$ cat src/design/cfs_pkg.sv
// Package of register map, field layout and encodings for the clock fallback block
package cfs_pkg;
  // Register byte addresses
  localparam logic [7:0] ADDR_SECONDARY_CLOCK_SELECT = 8'h04;
  localparam logic [7:0] ADDR_MAIN_CLOCK             = 8'h08;
  localparam logic [7:0] ADDR_CLOCK_ERROR_ENABLE     = 8'h0C;
  localparam logic [7:0] ADDR_CLOCK_ERROR            = 8'h10;
  localparam logic [7:0] ADDR_SYSTEM_ERROR           = 8'h14;
  localparam logic [7:0] ADDR_IRQ_MASK               = 8'h18;
  localparam logic [7:0] ADDR_CONTROL                = 8'h1C;
  localparam logic [7:0] ADDR_STATUS                 = 8'h20;
  // Field positions of secondary_clock_select
  localparam int POS_ALT_RES  = 6;
  localparam int POS_FB_TYPE  = 4;
  localparam int POS_FORCE_FB = 3;
  localparam int POS_SEC_SRC  = 0;
  // Other field positions
  localparam int POS_BUS_CLK_IN_SEL = 3;  // In main clock register
  localparam int POS_CLR_CLOCK_ERROR_REG     = 0;  // In master control register
  localparam int POS_FB_OCCURRED    = 0;  // In system error register
  // Reset values
  localparam logic [7:0] RST_SECONDARY_CLOCK_SELECT = 8'h00;
  localparam logic [3:0] RST_MAIN_CLOCK             = 4'h0;
  localparam logic [7:0] RST_CLOCK_ERROR_ENABLE     = 8'hFF;
  // Fallback types
  localparam logic [1:0] FB_TO_OSC_DIV4 = 2'h0;
  localparam logic [1:0] FB_DISABLED    = 2'h1;
  localparam logic [1:0] FB_TO_SECOND   = 2'h2;
  localparam logic [1:0] FB_AB_TO_SEC   = 2'h3;
  // Clock source codes, shared by main and secondary selectors
  localparam logic [2:0] SRC_OSC_DIV4 = 3'h0;
  localparam logic [2:0] SRC_OSC      = 3'h1;
  localparam logic [2:0] SRC_A_CLK    = 3'h2;
  localparam logic [2:0] SRC_B_CLK    = 3'h3;
  localparam logic [2:0] SRC_NETREF   = 3'h4;
  localparam logic [2:0] SRC_LOCAL1   = 3'h5;
endpackage : cfs_pkg

$ cat src/design/cfs_clock_fallback.sv
// Secondary clock selection and sticky fallback control with APB registers
`timescale 1ns/1ps
module cfs_clock_fallback
  import cfs_pkg::*;
(
  // Clock and reset
  input  wire logic        clk_sys,
  input  wire logic        rst_b,
  // APB slave
  input  wire logic        psel,
  input  wire logic        penable,
  input  wire logic        pwrite,
  input  wire logic [7:0]  paddr,
  input  wire logic [31:0] pwdata,
  output logic             pready,
  output logic [31:0]      prdata,
  output logic             pslverr,
  // Clock failure detectors, one per monitored source
  input  wire logic [7:0]  clk_fail,
  // Clock selection outputs
  output logic [2:0]       active_clock_sel,
  output logic [1:0]       pll_source_sel,
  output logic             ab_clock_enable,
  output logic             compat_clock_drive,
  output logic             mc1_mode,
  output logic             fallback_sm_enable,
  output logic             fallback_active,
  // Interrupt
  output logic             irq
);

  typedef enum {ST_NORMAL, ST_FALLBACK} cfs_state_t;

  typedef struct packed {
    logic [7:0]  secondary_clock_select;
    logic [3:0]  main_clock_reg;        // [3] bus_clock_input_sel, [2:0] main_clock_sel
    logic [7:0]  clk_err_enable;
    logic [7:0]  clock_error_reg;
    logic        sys_fb_flag;
    logic        irq_mask;
    logic [1:0]  sticky_fb_type;
    cfs_state_t  state;
    logic        pready;
    logic [31:0] prdata;
    logic        pslverr;
    logic [2:0]  active_clock_sel;
    logic [1:0]  pll_source_sel;
    logic        ab_clock_enable;
    logic        compat_clock_drive;
    logic        mc1_mode;
    logic        fallback_sm_enable;
    logic        fallback_active;
    logic        irq;
  } cfs_regs_t;

  // Reset release through two flops
  logic rst_meta;
  logic rst_sync_b;
  always_ff @(posedge clk_sys or negedge rst_b) begin
    if (!rst_b) begin
      rst_meta   <= 1'b0;
      rst_sync_b <= 1'b0;
    end else begin
      rst_meta   <= 1'b1;
      rst_sync_b <= rst_meta;
    end
  end

  // Valid address decode, used by the error answer and its check
  function automatic logic addr_known(input logic [7:0] a);
    case (a)
      ADDR_SECONDARY_CLOCK_SELECT, ADDR_MAIN_CLOCK, ADDR_CLOCK_ERROR_ENABLE,
      ADDR_CLOCK_ERROR, ADDR_SYSTEM_ERROR, ADDR_IRQ_MASK, ADDR_CONTROL,
      ADDR_STATUS: addr_known = 1'b1;
      default:     addr_known = 1'b0;
    endcase
  endfunction

  // Type that steers the switch: the live field under force, else the one latched at fallback time
  function automatic logic [1:0] eff_type(input logic f, input logic [1:0] live, input logic [1:0] latched);
    eff_type = f ? live : latched;
  endfunction

  cfs_regs_t r;
  cfs_regs_t next_r;

  logic       access_now;
  logic       wr_now;
  logic       rd_now;
  logic [1:0] fb_type;
  logic       force_fb;
  logic [2:0] sec_src;
  logic       fail_event;
  logic       sw_clear;
  logic       in_fallback;

  assign fb_type  = r.secondary_clock_select[POS_FB_TYPE +: 2];
  assign force_fb = r.secondary_clock_select[POS_FORCE_FB];
  assign sec_src  = r.secondary_clock_select[POS_SEC_SRC +: 3];
  // One wait state: the answer is registered, so pready rises in the access cycle's second edge
  assign access_now = psel && penable && !r.pready;
  // A write lands only at the edge where the master samples pready high, never earlier
  assign wr_now   = psel && penable && pwrite && r.pready;
  assign rd_now   = psel && penable && !pwrite && !r.pready;
  assign sw_clear = wr_now && (paddr == ADDR_CONTROL) && pwdata[POS_CLR_CLOCK_ERROR_REG];
  // Only enabled error bits count, and type 01 blocks the automatic path
  assign fail_event = |(clk_fail & r.clk_err_enable) && (fb_type != FB_DISABLED);
  assign in_fallback = (r.state == ST_FALLBACK) || force_fb;

  // Next-state logic for registers, fallback machine and outputs
  always_comb begin
    next_r = r;
    next_r.pready  = 1'b0;
    next_r.pslverr = 1'b0;
    // Error flags: the hardware set wins over a software clear in the same cycle
    next_r.clock_error_reg = (sw_clear ? 8'h00 : r.clock_error_reg) | clk_fail;
    // Answer: pready and the error flag rise together, one cycle into the access phase
    if (access_now) begin
      next_r.pready  = 1'b1;
      next_r.pslverr = !addr_known(paddr);
    end
    // Register writes, applied at the completing edge
    if (wr_now) begin
      case (paddr)
        ADDR_SECONDARY_CLOCK_SELECT: next_r.secondary_clock_select = pwdata[7:0];
        ADDR_MAIN_CLOCK:             next_r.main_clock_reg = pwdata[3:0];
        ADDR_CLOCK_ERROR_ENABLE:     next_r.clk_err_enable = pwdata[7:0];
        ADDR_IRQ_MASK:               next_r.irq_mask = pwdata[0];
        ADDR_SYSTEM_ERROR: begin
          // Write one to clear, a new fallback in the same cycle keeps it set
          if (pwdata[POS_FB_OCCURRED]) begin
            next_r.sys_fb_flag = 1'b0;
          end
        end
        default: ;
      endcase
    end
    // Register reads
    if (rd_now) begin
      case (paddr)
        ADDR_SECONDARY_CLOCK_SELECT: next_r.prdata = {24'h00_0000, r.secondary_clock_select};
        ADDR_MAIN_CLOCK:             next_r.prdata = {28'h000_0000, r.main_clock_reg};
        ADDR_CLOCK_ERROR_ENABLE:     next_r.prdata = {24'h00_0000, r.clk_err_enable};
        ADDR_CLOCK_ERROR:            next_r.prdata = {24'h00_0000, r.clock_error_reg};
        ADDR_SYSTEM_ERROR:           next_r.prdata = {31'h0000_0000, r.sys_fb_flag};
        ADDR_IRQ_MASK:               next_r.prdata = {31'h0000_0000, r.irq_mask};
        ADDR_STATUS:                 next_r.prdata = {29'h0000_0000, r.sticky_fb_type,
                                                      r.state == ST_FALLBACK};
        default:                     next_r.prdata = 32'h0000_0000;
      endcase
    end
    // Sticky fallback machine; recovery of a clock never returns it to normal
    case (r.state)
      ST_NORMAL: begin
        if (fail_event) begin
          next_r.state          = ST_FALLBACK;
          next_r.sticky_fb_type = fb_type;
        end
      end
      ST_FALLBACK: begin
        if (sw_clear && !fail_event) begin
          next_r.state = ST_NORMAL;
        end
      end
      default: next_r.state = ST_NORMAL;
    endcase
    if ((r.state == ST_NORMAL) && fail_event) begin
      next_r.sys_fb_flag = 1'b1;
    end
    // Clock selection; the type latched at fallback time steers the switch, the live type under force
    next_r.pll_source_sel     = force_fb ? r.secondary_clock_select[POS_ALT_RES +: 2] : 2'h0;
    next_r.mc1_mode           = !r.main_clock_reg[POS_BUS_CLK_IN_SEL];
    next_r.fallback_sm_enable = (fb_type == FB_AB_TO_SEC);
    next_r.fallback_active    = in_fallback;
    next_r.ab_clock_enable    = 1'b1;
    next_r.compat_clock_drive = 1'b1;
    next_r.active_clock_sel   = r.main_clock_reg[2:0];
    if (in_fallback) begin
      case (eff_type(force_fb, fb_type, r.sticky_fb_type))
        FB_TO_OSC_DIV4: next_r.active_clock_sel = SRC_OSC_DIV4;
        FB_TO_SECOND:   next_r.active_clock_sel = sec_src;
        FB_AB_TO_SEC: begin
          next_r.active_clock_sel   = sec_src;
          next_r.ab_clock_enable    = 1'b0;
          next_r.compat_clock_drive = (sec_src != SRC_A_CLK) && (sec_src != SRC_B_CLK);
        end
        default:        next_r.active_clock_sel = sec_src;
      endcase
    end
    // Built from the next values so the line follows the flag and the mask with no extra lag
    next_r.irq = next_r.sys_fb_flag && next_r.irq_mask;
  end

  // State register
  always_ff @(posedge clk_sys or negedge rst_sync_b) begin
    if (!rst_sync_b) begin
      r                        <= '0;
      r.secondary_clock_select <= RST_SECONDARY_CLOCK_SELECT;
      r.main_clock_reg         <= RST_MAIN_CLOCK;
      r.clk_err_enable         <= RST_CLOCK_ERROR_ENABLE;
      r.state                  <= ST_NORMAL;
      r.ab_clock_enable        <= 1'b1;
      r.compat_clock_drive     <= 1'b1;
      r.mc1_mode               <= 1'b1;
    end else begin
      r <= next_r;
    end
  end

  assign pready             = r.pready;
  assign prdata             = r.prdata;
  assign pslverr            = r.pslverr;
  assign active_clock_sel   = r.active_clock_sel;
  assign pll_source_sel     = r.pll_source_sel;
  assign ab_clock_enable    = r.ab_clock_enable;
  assign compat_clock_drive = r.compat_clock_drive;
  assign mc1_mode           = r.mc1_mode;
  assign fallback_sm_enable = r.fallback_sm_enable;
  assign fallback_active    = r.fallback_active;
  assign irq                = r.irq;

  // Checks
  chk_fb_enter: assert property (@(posedge clk_sys) disable iff (!rst_sync_b)
    (r.state == ST_NORMAL && fail_event) |=> (r.state == ST_FALLBACK) ##1 fallback_active)
    else $error("fallback not entered after enabled failure");
  chk_fb_sticky: assert property (@(posedge clk_sys) disable iff (!rst_sync_b)
    (r.state == ST_FALLBACK && !sw_clear) |=> (r.state == ST_FALLBACK))
    else $error("fallback left without software clear");
  chk_fb_clear: assert property (@(posedge clk_sys) disable iff (!rst_sync_b)
    (r.state == ST_FALLBACK && sw_clear && !fail_event) |=> (r.state == ST_NORMAL))
    else $error("software clear did not end fallback");
  chk_type_disabled: assert property (@(posedge clk_sys) disable iff (!rst_sync_b)
    (r.state == ST_NORMAL && fb_type == FB_DISABLED) |=> (r.state == ST_NORMAL))
    else $error("fallback occurred with type disabled");
  chk_sys_flag: assert property (@(posedge clk_sys) disable iff (!rst_sync_b)
    $rose(r.state == ST_FALLBACK) |-> r.sys_fb_flag)
    else $error("system error flag missing after fallback");
  chk_osc_div4: assert property (@(posedge clk_sys) disable iff (!rst_sync_b)
    (r.state == ST_FALLBACK && !force_fb && r.sticky_fb_type == FB_TO_OSC_DIV4)
      |=> (active_clock_sel == SRC_OSC_DIV4))
    else $error("type 00 fallback not on oscillator divided by four");
  chk_secondary: assert property (@(posedge clk_sys) disable iff (!rst_sync_b)
    (r.state == ST_FALLBACK && !force_fb && r.sticky_fb_type == FB_TO_SECOND
      && $stable(sec_src)) |=> (active_clock_sel == $past(sec_src)))
    else $error("type 10 fallback not on secondary source");
  chk_ab_off: assert property (@(posedge clk_sys) disable iff (!rst_sync_b)
    (in_fallback && eff_type(force_fb, fb_type, r.sticky_fb_type) == FB_AB_TO_SEC) |=> !ab_clock_enable)
    else $error("A/B clocks left on in type 11 fallback");
  chk_force: assert property (@(posedge clk_sys) disable iff (!rst_sync_b)
    force_fb |=> fallback_active)
    else $error("forced fallback not active");
  chk_mc1: assert property (@(posedge clk_sys) disable iff (!rst_sync_b)
    !r.main_clock_reg[POS_BUS_CLK_IN_SEL] |=> mc1_mode)
    else $error("MC-1 mode not shown");

  // Setting bus clock input select leaves MC-1 mode
  chk_mc1_off: assert property (@(posedge clk_sys) disable iff (!rst_sync_b)
    r.main_clock_reg[POS_BUS_CLK_IN_SEL] |=> !mc1_mode)
    else $error("MC-1 mode kept with bus clock input select set");

  // Type 11 turns the fallback machine on
  chk_sm_enable: assert property (@(posedge clk_sys) disable iff (!rst_sync_b)
    (fb_type == FB_AB_TO_SEC) |=> fallback_sm_enable)
    else $error("fallback machine not enabled for type 11");

  // Other types leave the fallback machine off
  chk_sm_idle: assert property (@(posedge clk_sys) disable iff (!rst_sync_b)
    (fb_type != FB_AB_TO_SEC) |=> !fallback_sm_enable)
    else $error("fallback machine enabled for a type other than 11");

  // Under force the alternate resource field reaches the PLL source select
  chk_pll_force: assert property (@(posedge clk_sys) disable iff (!rst_sync_b)
    force_fb |=> (pll_source_sel == $past(r.secondary_clock_select[POS_ALT_RES +: 2])))
    else $error("alternate resource not applied under force");

  // Without force the PLL source select stays at its idle code
  chk_pll_idle: assert property (@(posedge clk_sys) disable iff (!rst_sync_b)
    !force_fb |=> (pll_source_sel == 2'h0))
    else $error("alternate resource applied without force");

  // Forced type 10 selects the secondary source at once
  chk_force_second: assert property (@(posedge clk_sys) disable iff (!rst_sync_b)
    (force_fb && fb_type == FB_TO_SECOND) |=> (active_clock_sel == $past(sec_src)))
    else $error("forced type 10 not on secondary source");

  // Forced type 00 selects the oscillator divided by four
  chk_force_div4: assert property (@(posedge clk_sys) disable iff (!rst_sync_b)
    (force_fb && fb_type == FB_TO_OSC_DIV4) |=> (active_clock_sel == SRC_OSC_DIV4))
    else $error("forced type 00 not on oscillator divided by four");

  // Force overrides the diagnostic type 01, which then uses the secondary source
  chk_force_t01: assert property (@(posedge clk_sys) disable iff (!rst_sync_b)
    (force_fb && fb_type == FB_DISABLED) |=> (active_clock_sel == $past(sec_src)))
    else $error("forced type 01 not on secondary source");

  // Outside fallback the main selection drives the clock select
  chk_main_sel: assert property (@(posedge clk_sys) disable iff (!rst_sync_b)
    !in_fallback |=> (active_clock_sel == $past(r.main_clock_reg[2:0])))
    else $error("main clock selection not used outside fallback");

  // Outside fallback the A/B and compatibility clocks run normally
  chk_ab_normal: assert property (@(posedge clk_sys) disable iff (!rst_sync_b)
    !in_fallback |=> (ab_clock_enable && compat_clock_drive))
    else $error("A/B or compatibility clocks off outside fallback");

  // Type 11 onto an A or B source stops driving the compatibility clocks
  chk_compat_off: assert property (@(posedge clk_sys) disable iff (!rst_sync_b)
    (in_fallback && eff_type(force_fb, fb_type, r.sticky_fb_type) == FB_AB_TO_SEC
      && (sec_src == SRC_A_CLK || sec_src == SRC_B_CLK)) |=> !compat_clock_drive)
    else $error("compatibility clocks still driven in type 11 fallback");

  // A new fallback keeps the system flag even against a same-cycle clear
  chk_flag_wins: assert property (@(posedge clk_sys) disable iff (!rst_sync_b)
    (r.state == ST_NORMAL && fail_event) |=> r.sys_fb_flag)
    else $error("system error flag lost on fallback");

  // The type in use at the failure is the one held for the whole fallback
  chk_type_latch: assert property (@(posedge clk_sys) disable iff (!rst_sync_b)
    (r.state == ST_NORMAL && fail_event) |=> (r.sticky_fb_type == $past(fb_type)))
    else $error("fallback type not latched at fallback");

  // A failing detector sets its error bit even against a same-cycle clear
  chk_err_wins: assert property (@(posedge clk_sys) disable iff (!rst_sync_b)
    (|clk_fail) |=> ((r.clock_error_reg & $past(clk_fail)) == $past(clk_fail)))
    else $error("clock error bit not set by a failing detector");

  // Interrupt line follows the unmasked system flag
  chk_irq_level: assert property (@(posedge clk_sys) disable iff (!rst_sync_b)
    irq == (r.sys_fb_flag && r.irq_mask))
    else $error("interrupt line does not follow the unmasked flag");

  // Each access is answered by a single pready pulse
  chk_pready_pulse: assert property (@(posedge clk_sys) disable iff (!rst_sync_b)
    pready |=> !pready)
    else $error("pready held for more than one cycle");

  // Unmapped addresses are answered with an error
  chk_slverr: assert property (@(posedge clk_sys) disable iff (!rst_sync_b)
    (psel && penable && !r.pready && !addr_known(paddr)) |=> (pready && pslverr))
    else $error("unmapped access not answered with an error");
endmodule : cfs_clock_fallback

$ cat config.mk
export PLATFORM = sky130hd
export DESIGN_NAME = cfs_clock_fallback
export DESIGN_NICKNAME = d
export VERILOG_FILES = /design/src/design/cfs_pkg.sv /design/src/design/cfs_clock_fallback.sv
export SDC_FILE = /design/constraint.sdc
export NUM_CORES = 1
export LEC_CHECK = 0
export BUFFER_PORTS_ARGS = -buffer_cell sky130_fd_sc_hd__buf_2
export CAP_MARGIN = 15
export CORE_MARGIN = 2
export CORE_UTILIZATION = 30
export DETAILED_ROUTE_END_ITERATION = 12
export HOLD_SLACK_MARGIN = 0.08
export PLACE_DENSITY = 0.55
export SKIP_LAST_GASP = 1
export SYNTH_ARGS = -nofsm -noshare
export SYNTH_HDL_FRONTEND = slang
export SYNTH_SLANG_ARGS = --single-unit
$ cat constraint.sdc
create_clock -name clk_sys -period 4.07 [get_ports clk_sys]
set_clock_uncertainty 0.2 [all_clocks]
set_input_delay 0.6105 -clock clk_sys [delete_from_list [all_inputs] [get_ports clk_sys]]
set_output_delay 0.6105 -clock clk_sys [all_outputs]
set_load 0.02 [all_outputs]
[Yosys cells after proc, flatten, opt, wreduce, memory -nomap -nowiden]
Index checks and enable logic that the tools add are counted.
Storage, ports and cells
  bits in registers: 111
Cells by class
  eq/ne operators: 17
  mux-type cells: 20
  bitwise logic cells: 2
  reduce and logical (&&, ||, !) cells: 29
Operator list (number)
  32-bit zero test: 2
  32-bit two-way mux: 2
  32-bit one-hot mux with 2 select lines: 1
  8-bit one-hot mux with 7 select lines: 1
  32-bit by 1-bit == test with 1-bit output (second input constant): 1
  32-bit by 2-bit == test with 1-bit output (second input constant): 1
  8-bit by 5-bit == test with 1-bit output (second input constant): 4
  8-bit by 4-bit == test with 1-bit output (second input constant): 2
  8-bit OR reduction: 2
  1-bit logical AND: 13
  2-bit two-way mux: 5
  2-bit AND reduction: 5
  8-bit AND: 1
  8-bit by 3-bit == test with 1-bit output (second input constant): 1
  8-bit by 6-bit == test with 1-bit output (second input constant): 1
  1-bit two-way mux: 8
  8-bit two-way mux: 1
  8-bit bitwise OR: 1
  3-bit two-way mux: 2
  3-bit by 2-bit != test with 1-bit output (second input constant): 2
  1-bit zero test: 5
  2-bit == test (second input constant): 2
  2-bit != test (second input constant): 2
  2-bit zero test: 1
  2 further kinds: 2

[Longest topological paths before layout]
Gate-level depths: netlist of run 1.
  depth in word-level cells: 8
  depth in mapped cells: 6

[Worst setup path after synthesis of run 1]
OpenSTA, ideal clock, no wires.
  path type: in2reg
  from: input paddr[5]
  to: register r (netlist bit fb_type[0])
  setup time: 0.125 ns
  arrival time: 2.048 ns
  data required time: 3.745 ns
  setup slack: 1.697 ns
  stages: 4
  path through: or3_4 or2_4 nor4_4 mux2_2
Between the ends
  word-level cells in the longest chain between the ends: 2
RTL lines
  from (decl): RTL line cfs_clock_fallback.sv:13  | input wire logic [7:0] paddr,
  8-bit by 3-bit == test with 1-bit output: RTL line cfs_clock_fallback.sv:124  | case (paddr)
  2-bit AND reduction (no line)
  to (signal assigned): RTL line cfs_clock_fallback.sv:206  | r <= next_r;
  to (decl): RTL line cfs_clock_fallback.sv:84  | cfs_regs_t r;
Every way passes these cells.
A chain may end at the register's enable or synchronous reset.

[Final worst setup path of run 1]
  from: input paddr[5]
  to: register r[108] in the netlist's numbering
The elaborated chain is that of the path after synthesis.

==> results of run 1 <==
## timing repair
| action | CTS | global route |
|---|---|---|
| buffers inserted | 0 | 0 |
| endpoints found under the hold margin | 15 | 0 |
| hold buffers | 2 | 0 |
| gates resized for setup | 0 | 0 |
## cells in the mapped netlist, drive strengths merged, types with 4 or more instances
| cell type | number | area (um2) |
|---|---|---|
| nor2 | 8 | 30.0 |
| a22o | 4 | 35.0 |
| a21oi | 5 | 25.0 |
| and2 | 5 | 31.3 |
| dfstp | 11 | 289 |
| a22oi | 12 | 90.1 |
| inv | 6 | 22.5 |
| nand2 | 17 | 63.8 |
| mux2 | 26 | 293 |
| clkbuf | 6 | 22.5 |
| o21ai | 11 | 55.1 |
| dfrtp | 45 | 1130 |
| nor4 | 4 | 40.0 |
| nand3 | 6 | 35.0 |
| a21o | 8 | 60.1 |
| buf | 38 | 283 |
## layer usage
metal	vias up	global-route usage	share of wire
met1	966	0.191	0.48
met5	-	0	0
met4	0	0.0474	0.017
li1	913	-	-
met2	61	0.209	0.45
met3	10	0.0222	0.045
## per-stage QoR
stage	util	hold slack [ns]
final	0.340	0.153
after global routing	0.340	0.182
after global placement	0.325	0.0235
after floorplan	-	0.115
after detailed placement	0.325	0.0458
after CTS	0.340	0.168
## registers in the layout, indices dropped and copies added (netlist names)
signal / cells
mc1_mode: 1
pready: 1
rst_sync_b: 1
fallback_sm_enable: 1
force_fb: 1
pslverr: 1
fb_type: 2
pll_source_sel: 2
irq: 1
prdata: 8
fallback_active: 1
compat_clock_drive: 1
r: 30
rst_meta: 1
ab_clock_enable: 1
active_clock_sel: 3
## where the power goes
part           internal [mW]  switching (mW)  total (mW)
clock                  0.186           0.188       0.374
combinational         0.0324          0.0767       0.109
sequential             0.569          0.0112       0.581
total                  0.787           0.276        1.06
## cells by family after synthesis
family | share of synthesized area
simple gates | 0.130
buf+inv | 0.117
other cells | 0.00268
xor+xnor | 0.00312
flops | 0.505
compound gates | 0.131
mux | 0.112
## layout make-up
type                            instances  area [um2]
Fill cell                             945        6040
Sequential cell                        56        1420
Multi-Input combinational cell        169        1150
Timing Repair Buffer                   52         273
Tap cell                              111         139
Clock buffer                            5        68.8
Clock inverter                          3        47.5
Inverter                                6        22.5
## worst max-delay path: stages
cell,delay (ns)
buf_2,0.15
or3_4,0.43
or2_4,0.28
nor4_4,0.61
mux2_2,0.41
## how the worst max path moves through the flow
stage                                  end  slack (ns)  cells after the start
finish                  r[108]$_DFFE_PN0P_        1.58                      5
global route             r[93]$_DFFE_PN1P_        1.51                      4
CTS                     r[101]$_DFFE_PN0P_        1.58                      5
detailed placement    force_fb$_DFFE_PN0P_        1.24                      5
global placement    fb_type[0]$_DFFE_PN0P_        1.24                      5
floorplan           fb_type[0]$_DFFE_PN0P_        1.70                      4
==> impl_metrics.env, run 1 <==
export IMPL_clk_pin_slew_ns=0.10
export IMPL_leakagePower_nw=1.43
export IMPL_io_buffers=49
export IMPL_antenna_found_initial=0
export IMPL_synth_seq_cells=56
export IMPL_irDropWorstVdd_mv=0.139
export IMPL_row_count=35
export IMPL_core_area_um2=9150
export IMPL_htreeDepth=2
export IMPL_grtUsageTotal=0.135
export IMPL_tightest_slew_ns=0.893
export IMPL_cap_violations=0
export IMPL_total_power_mw=1.06
export IMPL_ios=98
export IMPL_fmax_ghz=0.402
export IMPL_via_per_inst=4.85
export IMPL_postSynth_asyncResetShare=1.00
export IMPL_setup_tns_ns=0
export IMPL_instances_no_fill=402
export IMPL_cp_end_kind="flop"
export IMPL_grt_pass1_wl_um=10400
export IMPL_startpoint="paddr[5]"
export IMPL_final_setup_worst_slack_ns=1.58
export IMPL_final_area_um2=3110
export IMPL_clk_insertion_delay_late_ns=0.31
export IMPL_maxSlewViolCount=0
export IMPL_grt_max_degree=35
export IMPL_outcome="finished, final reports clean"
export IMPL_n_antenna_cell=0
export IMPL_synth_yosys_warnings=0
export IMPL_synth_ff_type="dfrtp_1"
export IMPL_cts_buffers=5
export IMPL_r2r_slack_ns=1.88
export IMPL_r2r_start="pready$_DFF_PN0_"
export IMPL_rr_worst_depth=4
export IMPL_placed_area_um2=2980
export IMPL_path_class="primary input to flop"
export IMPL_die_h_um=101
export IMPL_rsz0062_at_grt="false"
export IMPL_synth_edff_count=0
export IMPL_start_util=0.306
export IMPL_tritoncts="yes"
export IMPL_holdCritPathClass="flop to asynchronous set/reset pin"
export IMPL_ant_nets=0
export IMPL_ctsRootBufferMaster="clkbuf_8"
export IMPL_final_common_cell="buf_2"
export IMPL_overflow=0
export IMPL_dp_cells=392
export IMPL_drt_iter0_markers=132
export IMPL_clockBufferDepth=2
export IMPL_die_area_um2=10100
export IMPL_clock_sinks=56
export IMPL_worst_path_max_fanout=8
export IMPL_required_ns=4.08
export IMPL_dp_hpwl_um=4820
export IMPL_drt_pass1_iterations=4
export IMPL_ys_seq_area_frac=0.505
export IMPL_vias=1950
export IMPL_wl_per_cell_um=16.1
export IMPL_power_density_nw_per_um2=341
export IMPL_hold_violations=0
export IMPL_syn_area_um2=2800
export IMPL_final_cell_mix="buf_2, dfrtp_1, mux2_2, conb_1, nand2_1"
export IMPL_grt_pass1_vias=1937
export IMPL_area_growth_pct=11.1
export IMPL_reg2reg_to="r[108]$_DFFE_PN0P_"
export IMPL_globalplace_congestion=0.830
export IMPL_pre_cts_ws_ns=1.24
export IMPL_arrival_ns=2.49
export IMPL_start_kind="primary input"
export IMPL_drcViolationCount=0
export IMPL_drt_wl_total_um=6470
export IMPL_maxSlewHeadroom=0.397
export IMPL_fin_nets=343
export IMPL_setup_violations_final=0
export IMPL_synthCells=252
export IMPL_die_x_um=101
export IMPL_fin_crit_ns=2.49
export IMPL_drive_above_1_share=0.354
export IMPL_synth_cell_type_count=44
export IMPL_avgSynthCellArea_um2=11.1
export IMPL_finalCritPeriodShare=0.611
(Power assumes the default switching activity.)
==> run 2: changes to the inputs <==
--- a/config.mk
+++ b/config.mk
@@ -11,7 +11,7 @@
 export CORE_UTILIZATION = 30
 export DETAILED_ROUTE_END_ITERATION = 12
 export HOLD_SLACK_MARGIN = 0.08
-export PLACE_DENSITY = 0.55
+export PLACE_DENSITY = 0.56
 export SKIP_LAST_GASP = 1
 export SYNTH_ARGS = -nofsm -noshare
 export SYNTH_HDL_FRONTEND = slang
==> constraint.sdc (replaced) <==
create_clock -name clk_sys -period 2.1 [get_ports clk_sys]
set_clock_uncertainty 0.2 [all_clocks]
set_input_delay 0.315 -clock clk_sys [delete_from_list [all_inputs] [get_ports clk_sys]]
set_output_delay 0.315 -clock clk_sys [all_outputs]
set_load 0.02 [all_outputs]
==> impl_metrics.env, run 2 (synthesized netlist as in run 1, its figures left out) <==
export IMPL_row_count=35
export IMPL_p_seq_frac=0.522
export IMPL_grt_pass1_wl_um=10500
export IMPL_fin_nets=381
export IMPL_die_x_um=101
export IMPL_holdWs_ns=0.0659
export IMPL_crit_family="buffers and inverters"
export IMPL_grt_use_met1=0.187
export IMPL_globalplace_congestion=0.854
export IMPL_post_cts_buffers=0
export IMPL_ctsRootBufferMaster="clkbuf_8"
export IMPL_drt_iter0_markers=107
export IMPL_area_growth_pct=23.7
export IMPL_final_cell_mix="buf_2, dfrtp_1, mux2_2, conb_1, buf_4"
export IMPL_power_frac_clock=0.358
export IMPL_required_ns=2.10
export IMPL_htreeDepth=2
export IMPL_ant_nets=0
export IMPL_holdCritPathClass="flop to asynchronous set/reset pin"
export IMPL_worstPathCellList="dlygate4sd3_1 -> buf_2 -> a22oi_1 -> nand4_1 -> nand3b_1 -> mux2_2"
export IMPL_pre_cts_ws_ns=-0.103
export IMPL_die_area_um2=10100
export IMPL_power_frac_comb=0.120
export IMPL_dp_hpwl_um=4910
export IMPL_final_setup_worst_slack_ns=0.105
export IMPL_start_kind="primary input"
export IMPL_clock_sinks=56
export IMPL_drt_pass1_iterations=4
export IMPL_cp_end_kind="flop"
export IMPL_core_area_um2=9150
export IMPL_setup_tns_ns=0
export IMPL_antenna_found_initial=0
export IMPL_top_usage_layer="met2"
export IMPL_cts_hold_fix_buffers=16
export IMPL_via_per_inst=4.75
export IMPL_clk_insertion_delay_late_ns=0.31
export IMPL_max_stage_delay_ns=0.53
export IMPL_drt_wl_total_um=6590
export IMPL_critPathBufInv=2
export IMPL_start_util=0.306
export IMPL_leakagePower_nw=1.62
export IMPL_swShare=0.244
export IMPL_met2_usage=0.217
export IMPL_setup_violations_final=0
export IMPL_outcome="finished, final reports clean"
export IMPL_drive_above_1_share=0.386
export IMPL_io_buffers=49
export IMPL_cap_violations=0
export IMPL_path_depth=6
export IMPL_p_int_mw=1.63
export IMPL_power_density_nw_per_um2=620
export IMPL_grt_met3_usage=0.0229
export IMPL_rsz0062_at_grt="false"
export IMPL_clk_pin_slew_ns=0.10
export IMPL_rr_worst_depth=4
export IMPL_tritoncts="yes"
export IMPL_post_cts_resized=0
export IMPL_regMostFlops="r"
export IMPL_power_switching_mw=0.526
export IMPL_n_antenna_cell=0
export IMPL_drcViolationCount=0
export IMPL_path_class="primary input to flop"
export IMPL_worst_path_max_fanout=4
export IMPL_maxSlewViolCount=0
export IMPL_grt_max_degree=55
export IMPL_slowest_stage="dlygate4sd3_1"
export IMPL_ios=98
export IMPL_grt_pass1_vias=2050
export IMPL_hold_violations=0
export IMPL_final_common_cell="buf_2"
export IMPL_overflow=0
export IMPL_total_power_mw=2.15
export IMPL_cts_buffers=5
export IMPL_irDropWorstVdd_mv=0.242
export IMPL_arrival_ns=2.00
export IMPL_clockBufferDepth=2
export IMPL_largest_reg_flops=30
export IMPL_vias=2090
export IMPL_finalCritPeriodShare=0.950
export IMPL_grtUsageTotal=0.135
export IMPL_wl_per_cell_um=15.0
export IMPL_fmax_ghz=0.501
export IMPL_fin_crit_ns=2.00
export IMPL_die_h_um=101
## run 2: cell types whose count changed in the layout (fill, tap and decap cells not counted), sizes merged
| cell | change |
|---|---|
| dlygate4sd3 | +14 |
| clkinv | -2 |
| clkbuf | +2 |
| buf | +24 |
## run 2: routing by layer
layer | vias up | wire length, um
met5 | - | 0
met2 | 71 | 3070
li1 | 994 | -
met3 | 5 | 337
met4 | 0 | 79
met1 | 1020 | 3100
## run 2: power groups by stage
stage	logic (mW)	registers, mW	clock network, mW
after floorplan	0.148	1.16	0
after global placement	0.234	1.14	0
after detailed placement	0.236	1.14	0
after CTS	0.259	1.12	0.797
after global routing	0.285	1.13	0.832
final	0.258	1.12	0.770
## run 2: metrics by stage
| stage | utilization | cells | instance area [um2] |
|---|---|---|---|
| after detailed placement | 0.348 | 416 | 3180 |
| final | 0.379 | 440 | 3470 |
| after global routing | 0.379 | 440 | 3470 |
| after global placement | 0.348 | 416 | 3180 |
| after floorplan | - | 275 | 2890 |
| after CTS | 0.379 | 440 | 3470 |
## run 2: area by class of cell
type / instances / area [um2]
fillers: 900 / 5680
clock buffers: 7 / 96.3
well taps: 111 / 139
repair buffers: 90 / 618
inverters: 6 / 22.5
flip-flops and latches: 56 / 1420
clock inverters: 1 / 30.0
multi-input cells: 169 / 1150
## run 2: worst paths after layout
kind                            slack [ns]                  from                    end
worst max-delay path                  0.10           clk_fail[2]      r[78]$_DFFE_PN0P_
worst min-delay path                  0.07  rst_sync_b$_DFF_PN0_      r[99]$_DFFE_PN0P_
worst max register to register        0.27      pready$_DFF_PN0_  prdata[3]$_DFFE_PN0P_
worst min register to register        0.07  rst_sync_b$_DFF_PN0_      r[99]$_DFFE_PN0P_
max in group asynchronous             1.34  rst_sync_b$_DFF_PN0_      r[96]$_DFFE_PN1P_
min in group clk_sys                  0.12             pwdata[0]      r[89]$_DFFE_PN1P_
==> run 3: changes to the inputs <==
--- a/config.mk
+++ b/config.mk
@@ -5,6 +5,7 @@
 export SDC_FILE = /design/constraint.sdc
 export NUM_CORES = 1
 export LEC_CHECK = 0
+export ABC_AREA = 1
 export BUFFER_PORTS_ARGS = -buffer_cell sky130_fd_sc_hd__buf_2
 export CAP_MARGIN = 15
 export CORE_MARGIN = 2
==> impl_metrics.env, run 3 <==
export IMPL_finalCritPeriodShare=0.832
export IMPL_synth_yosys_warnings=0
export IMPL_clock_sinks=56
export IMPL_cts_hold_fix_buffers=15
export IMPL_drt_iter0_markers=124
export IMPL_dp_hpwl_um=4940
export IMPL_arrival_ns=1.76
export IMPL_globalplace_congestion=0.834
export IMPL_synth_edff_count=0
export IMPL_drcViolationCount=0
export IMPL_ios=98
export IMPL_start_kind="primary input"
export IMPL_synth_cell_type_count=27
export IMPL_synth_top_area_frac=0.373
export IMPL_holdCritPathClass="primary input to flop"
export IMPL_final_cell_mix="nand2_1, buf_2, dfrtp_1, inv_1, nand3_1"
export IMPL_clk_pin_slew_ns=0.09
export IMPL_via_per_inst=4.25
export IMPL_grt_pass1_wl_um=11000
export IMPL_synthAdderAreaFrac=0
export IMPL_yosys_top_cells_area="dfrtp_1, nand2_1, dfstp_2"
export IMPL_drt_wl_total_um=6590
export IMPL_cap_violations=0
export IMPL_synth_compound_area_share=0.0973
export IMPL_irDropWorstVdd_mv=0.236
export IMPL_synth_seq_cells=56
export IMPL_avgSynthCellArea_um2=8.54
export IMPL_required_ns=2.11
export IMPL_setup_tns_ns=0
export IMPL_total_power_mw=1.86
export IMPL_vias=2312
export IMPL_yosys_area_share_simple=0.282
export IMPL_hold_violations=0
export IMPL_path_class="primary input to flop"
export IMPL_die_h_um=104
export IMPL_tritoncts="yes"
export IMPL_area_growth_pct=14.7
export IMPL_synth_ff_type="dfrtp_1"
export IMPL_post_cts_resized=0
export IMPL_cts_buffers=5
export IMPL_synth_top_family_by_area="simple AND/OR/NAND/NOR gates"
export IMPL_grt_max_degree=33
export IMPL_leakagePower_nw=1.80
export IMPL_drive_above_1_share=0.285
export IMPL_synthCells=354
export IMPL_synth_largest_area_cell="dfrtp_1"
export IMPL_die_area_um2=10900
export IMPL_fin_util=0.355
export IMPL_ctsRootBufferMaster="clkbuf_8"
export IMPL_largest_reg_flops=30
export IMPL_grt_pass1_vias=2214
export IMPL_n_antenna_cell=0
export IMPL_maxSlewViolCount=0
export IMPL_overflow=0
export IMPL_dp_cells=521
export IMPL_grtUsageTotal=0.128
export IMPL_fin_nets=463
export IMPL_syn_area_um2=3020
export IMPL_antenna_found_initial=0
export IMPL_post_cts_buffers=0
export IMPL_rsz0062_at_grt="false"
export IMPL_regMostFlops="r"
export IMPL_instances_no_fill=544
export IMPL_holdWs_ns=0.0835
export IMPL_power_density_nw_per_um2=536
export IMPL_ys_top_cells_by_count="nand2_1, dfrtp_1, buf_4"
export IMPL_outcome="finished, final reports clean"
export IMPL_drt_pass1_iterations=5
export IMPL_die_x_um=104
export IMPL_postSynth_asyncResetShare=1.00
export IMPL_ys_seq_area_frac=0.468
export IMPL_clk_insertion_delay_late_ns=0.32
export IMPL_start_util=0.309
export IMPL_ant_nets=0
export IMPL_wl_per_cell_um=12.1
export IMPL_io_buffers=49
export IMPL_synth_xor_area_frac=0
export IMPL_fmax_ghz=0.573
export IMPL_setup_violations_final=0
export IMPL_synthMuxAreaShare=0
export IMPL_htreeDepth=2
export IMPL_synth_most_common_cell="nand2_1"
export IMPL_cp_end_kind="flop"
export IMPL_final_common_cell="nand2_1"
export IMPL_fin_crit_ns=1.75
export IMPL_row_count=36
export IMPL_core_area_um2=9770
export IMPL_clockBufferDepth=2
export IMPL_worst_path_max_fanout=5
-- run 3: cell count changes in the layout (fill, tap and decap cells not counted), moves of 5 or more --
cell / previous run / this run
a21o_1: 8 / 0
a22oi_1: 12 / 0
and2_1: 5 / 0
buf_4: 23 / 3
inv_1: 6 / 35
mux2_2: 26 / 0
nand2_1: 17 / 107
nand2_2: 0 / 7
nand3_1: 5 / 28
nor2_4: 0 / 8
o21ai_1: 0 / 6
o21ai_2: 0 / 17
o21bai_1: 0 / 6
-- run 3: worst max-delay path: stages --
cell and delay, ns:
dlygate4sd3_1 0.54, buf_2 0.15, nand2_1 0.06, nand2_1 0.04
a21oi_1 0.14, nand3_1 0.11, nand3_1 0.19, nand2_1 0.10
nand2_1 0.08, inv_1 0.04
-- run 3: per-layer routing --
metal	track usage	vias up	routed length (um)
met5	0	-	0
met4	0.0589	0	153
met3	0.0232	10	282
met2	0.194	67	2900
met1	0.176	1074	3250
li1	-	1161	-
-- run 3: final timing paths --
path / cells past startpoint / slack (ns) / end / startpoint
hold / removal: 3 / 0.08 / r[91]$_DFFE_PN1P_ / pwdata[2]
min in group asynchronous: 1 / 0.10 / fb_type[1]$_DFFE_PN0P_ / rst_sync_b$_DFF_PN0_
setup / recovery: 10 / 0.35 / irq$_DFF_PN0_ / clk_fail[1]
max in group asynchronous: 2 / 0.84 / r[96]$_DFFE_PN1P_ / rst_sync_b$_DFF_PN0_
setup reg to reg: 7 / 0.58 / irq$_DFF_PN0_ / pready$_DFF_PN0_
hold reg to reg: 1 / 0.10 / fb_type[1]$_DFFE_PN0P_ / rst_sync_b$_DFF_PN0_
-- run 3: kinds of logic after synthesis --
kind of cell,count (synthesis)
and+or+nand+nor,174
DFF,56
buffers and inverters,79
AOI/OAI and AO/OA,43
other,2
-- run 3: power by group --
group          leakage, nW  total (mW)  internal (mW)  switching [mW]
Sequential           0.683        1.09           1.09         0.00487
Clock               0.0422       0.573          0.235           0.338
Combinational         1.07       0.193         0.0600           0.133
Total                 1.80        1.86           1.38           0.476
-- run 3: cell type report --
type / count / area (um2)
repair buffers: 67 / 418
inverters: 38 / 143
clock inverters: 1 / 5.00
well taps: 133 / 166
fillers: 1042 / 6310
clock buffers: 7 / 76.3
flip-flops and latches: 56 / 1420
multi-input cells: 242 / 1240
-- run 3: per-stage QoR --
step           cell area, um2  setup WS [ns]
4_1_cts                  3470          0.364
3_5_place_dp             3230          0.415
2_1_floorplan            3110          0.245
6_report                 3470          0.354
3_3_place_gp             3230          0.434
5_1_grt                  3470          0.217
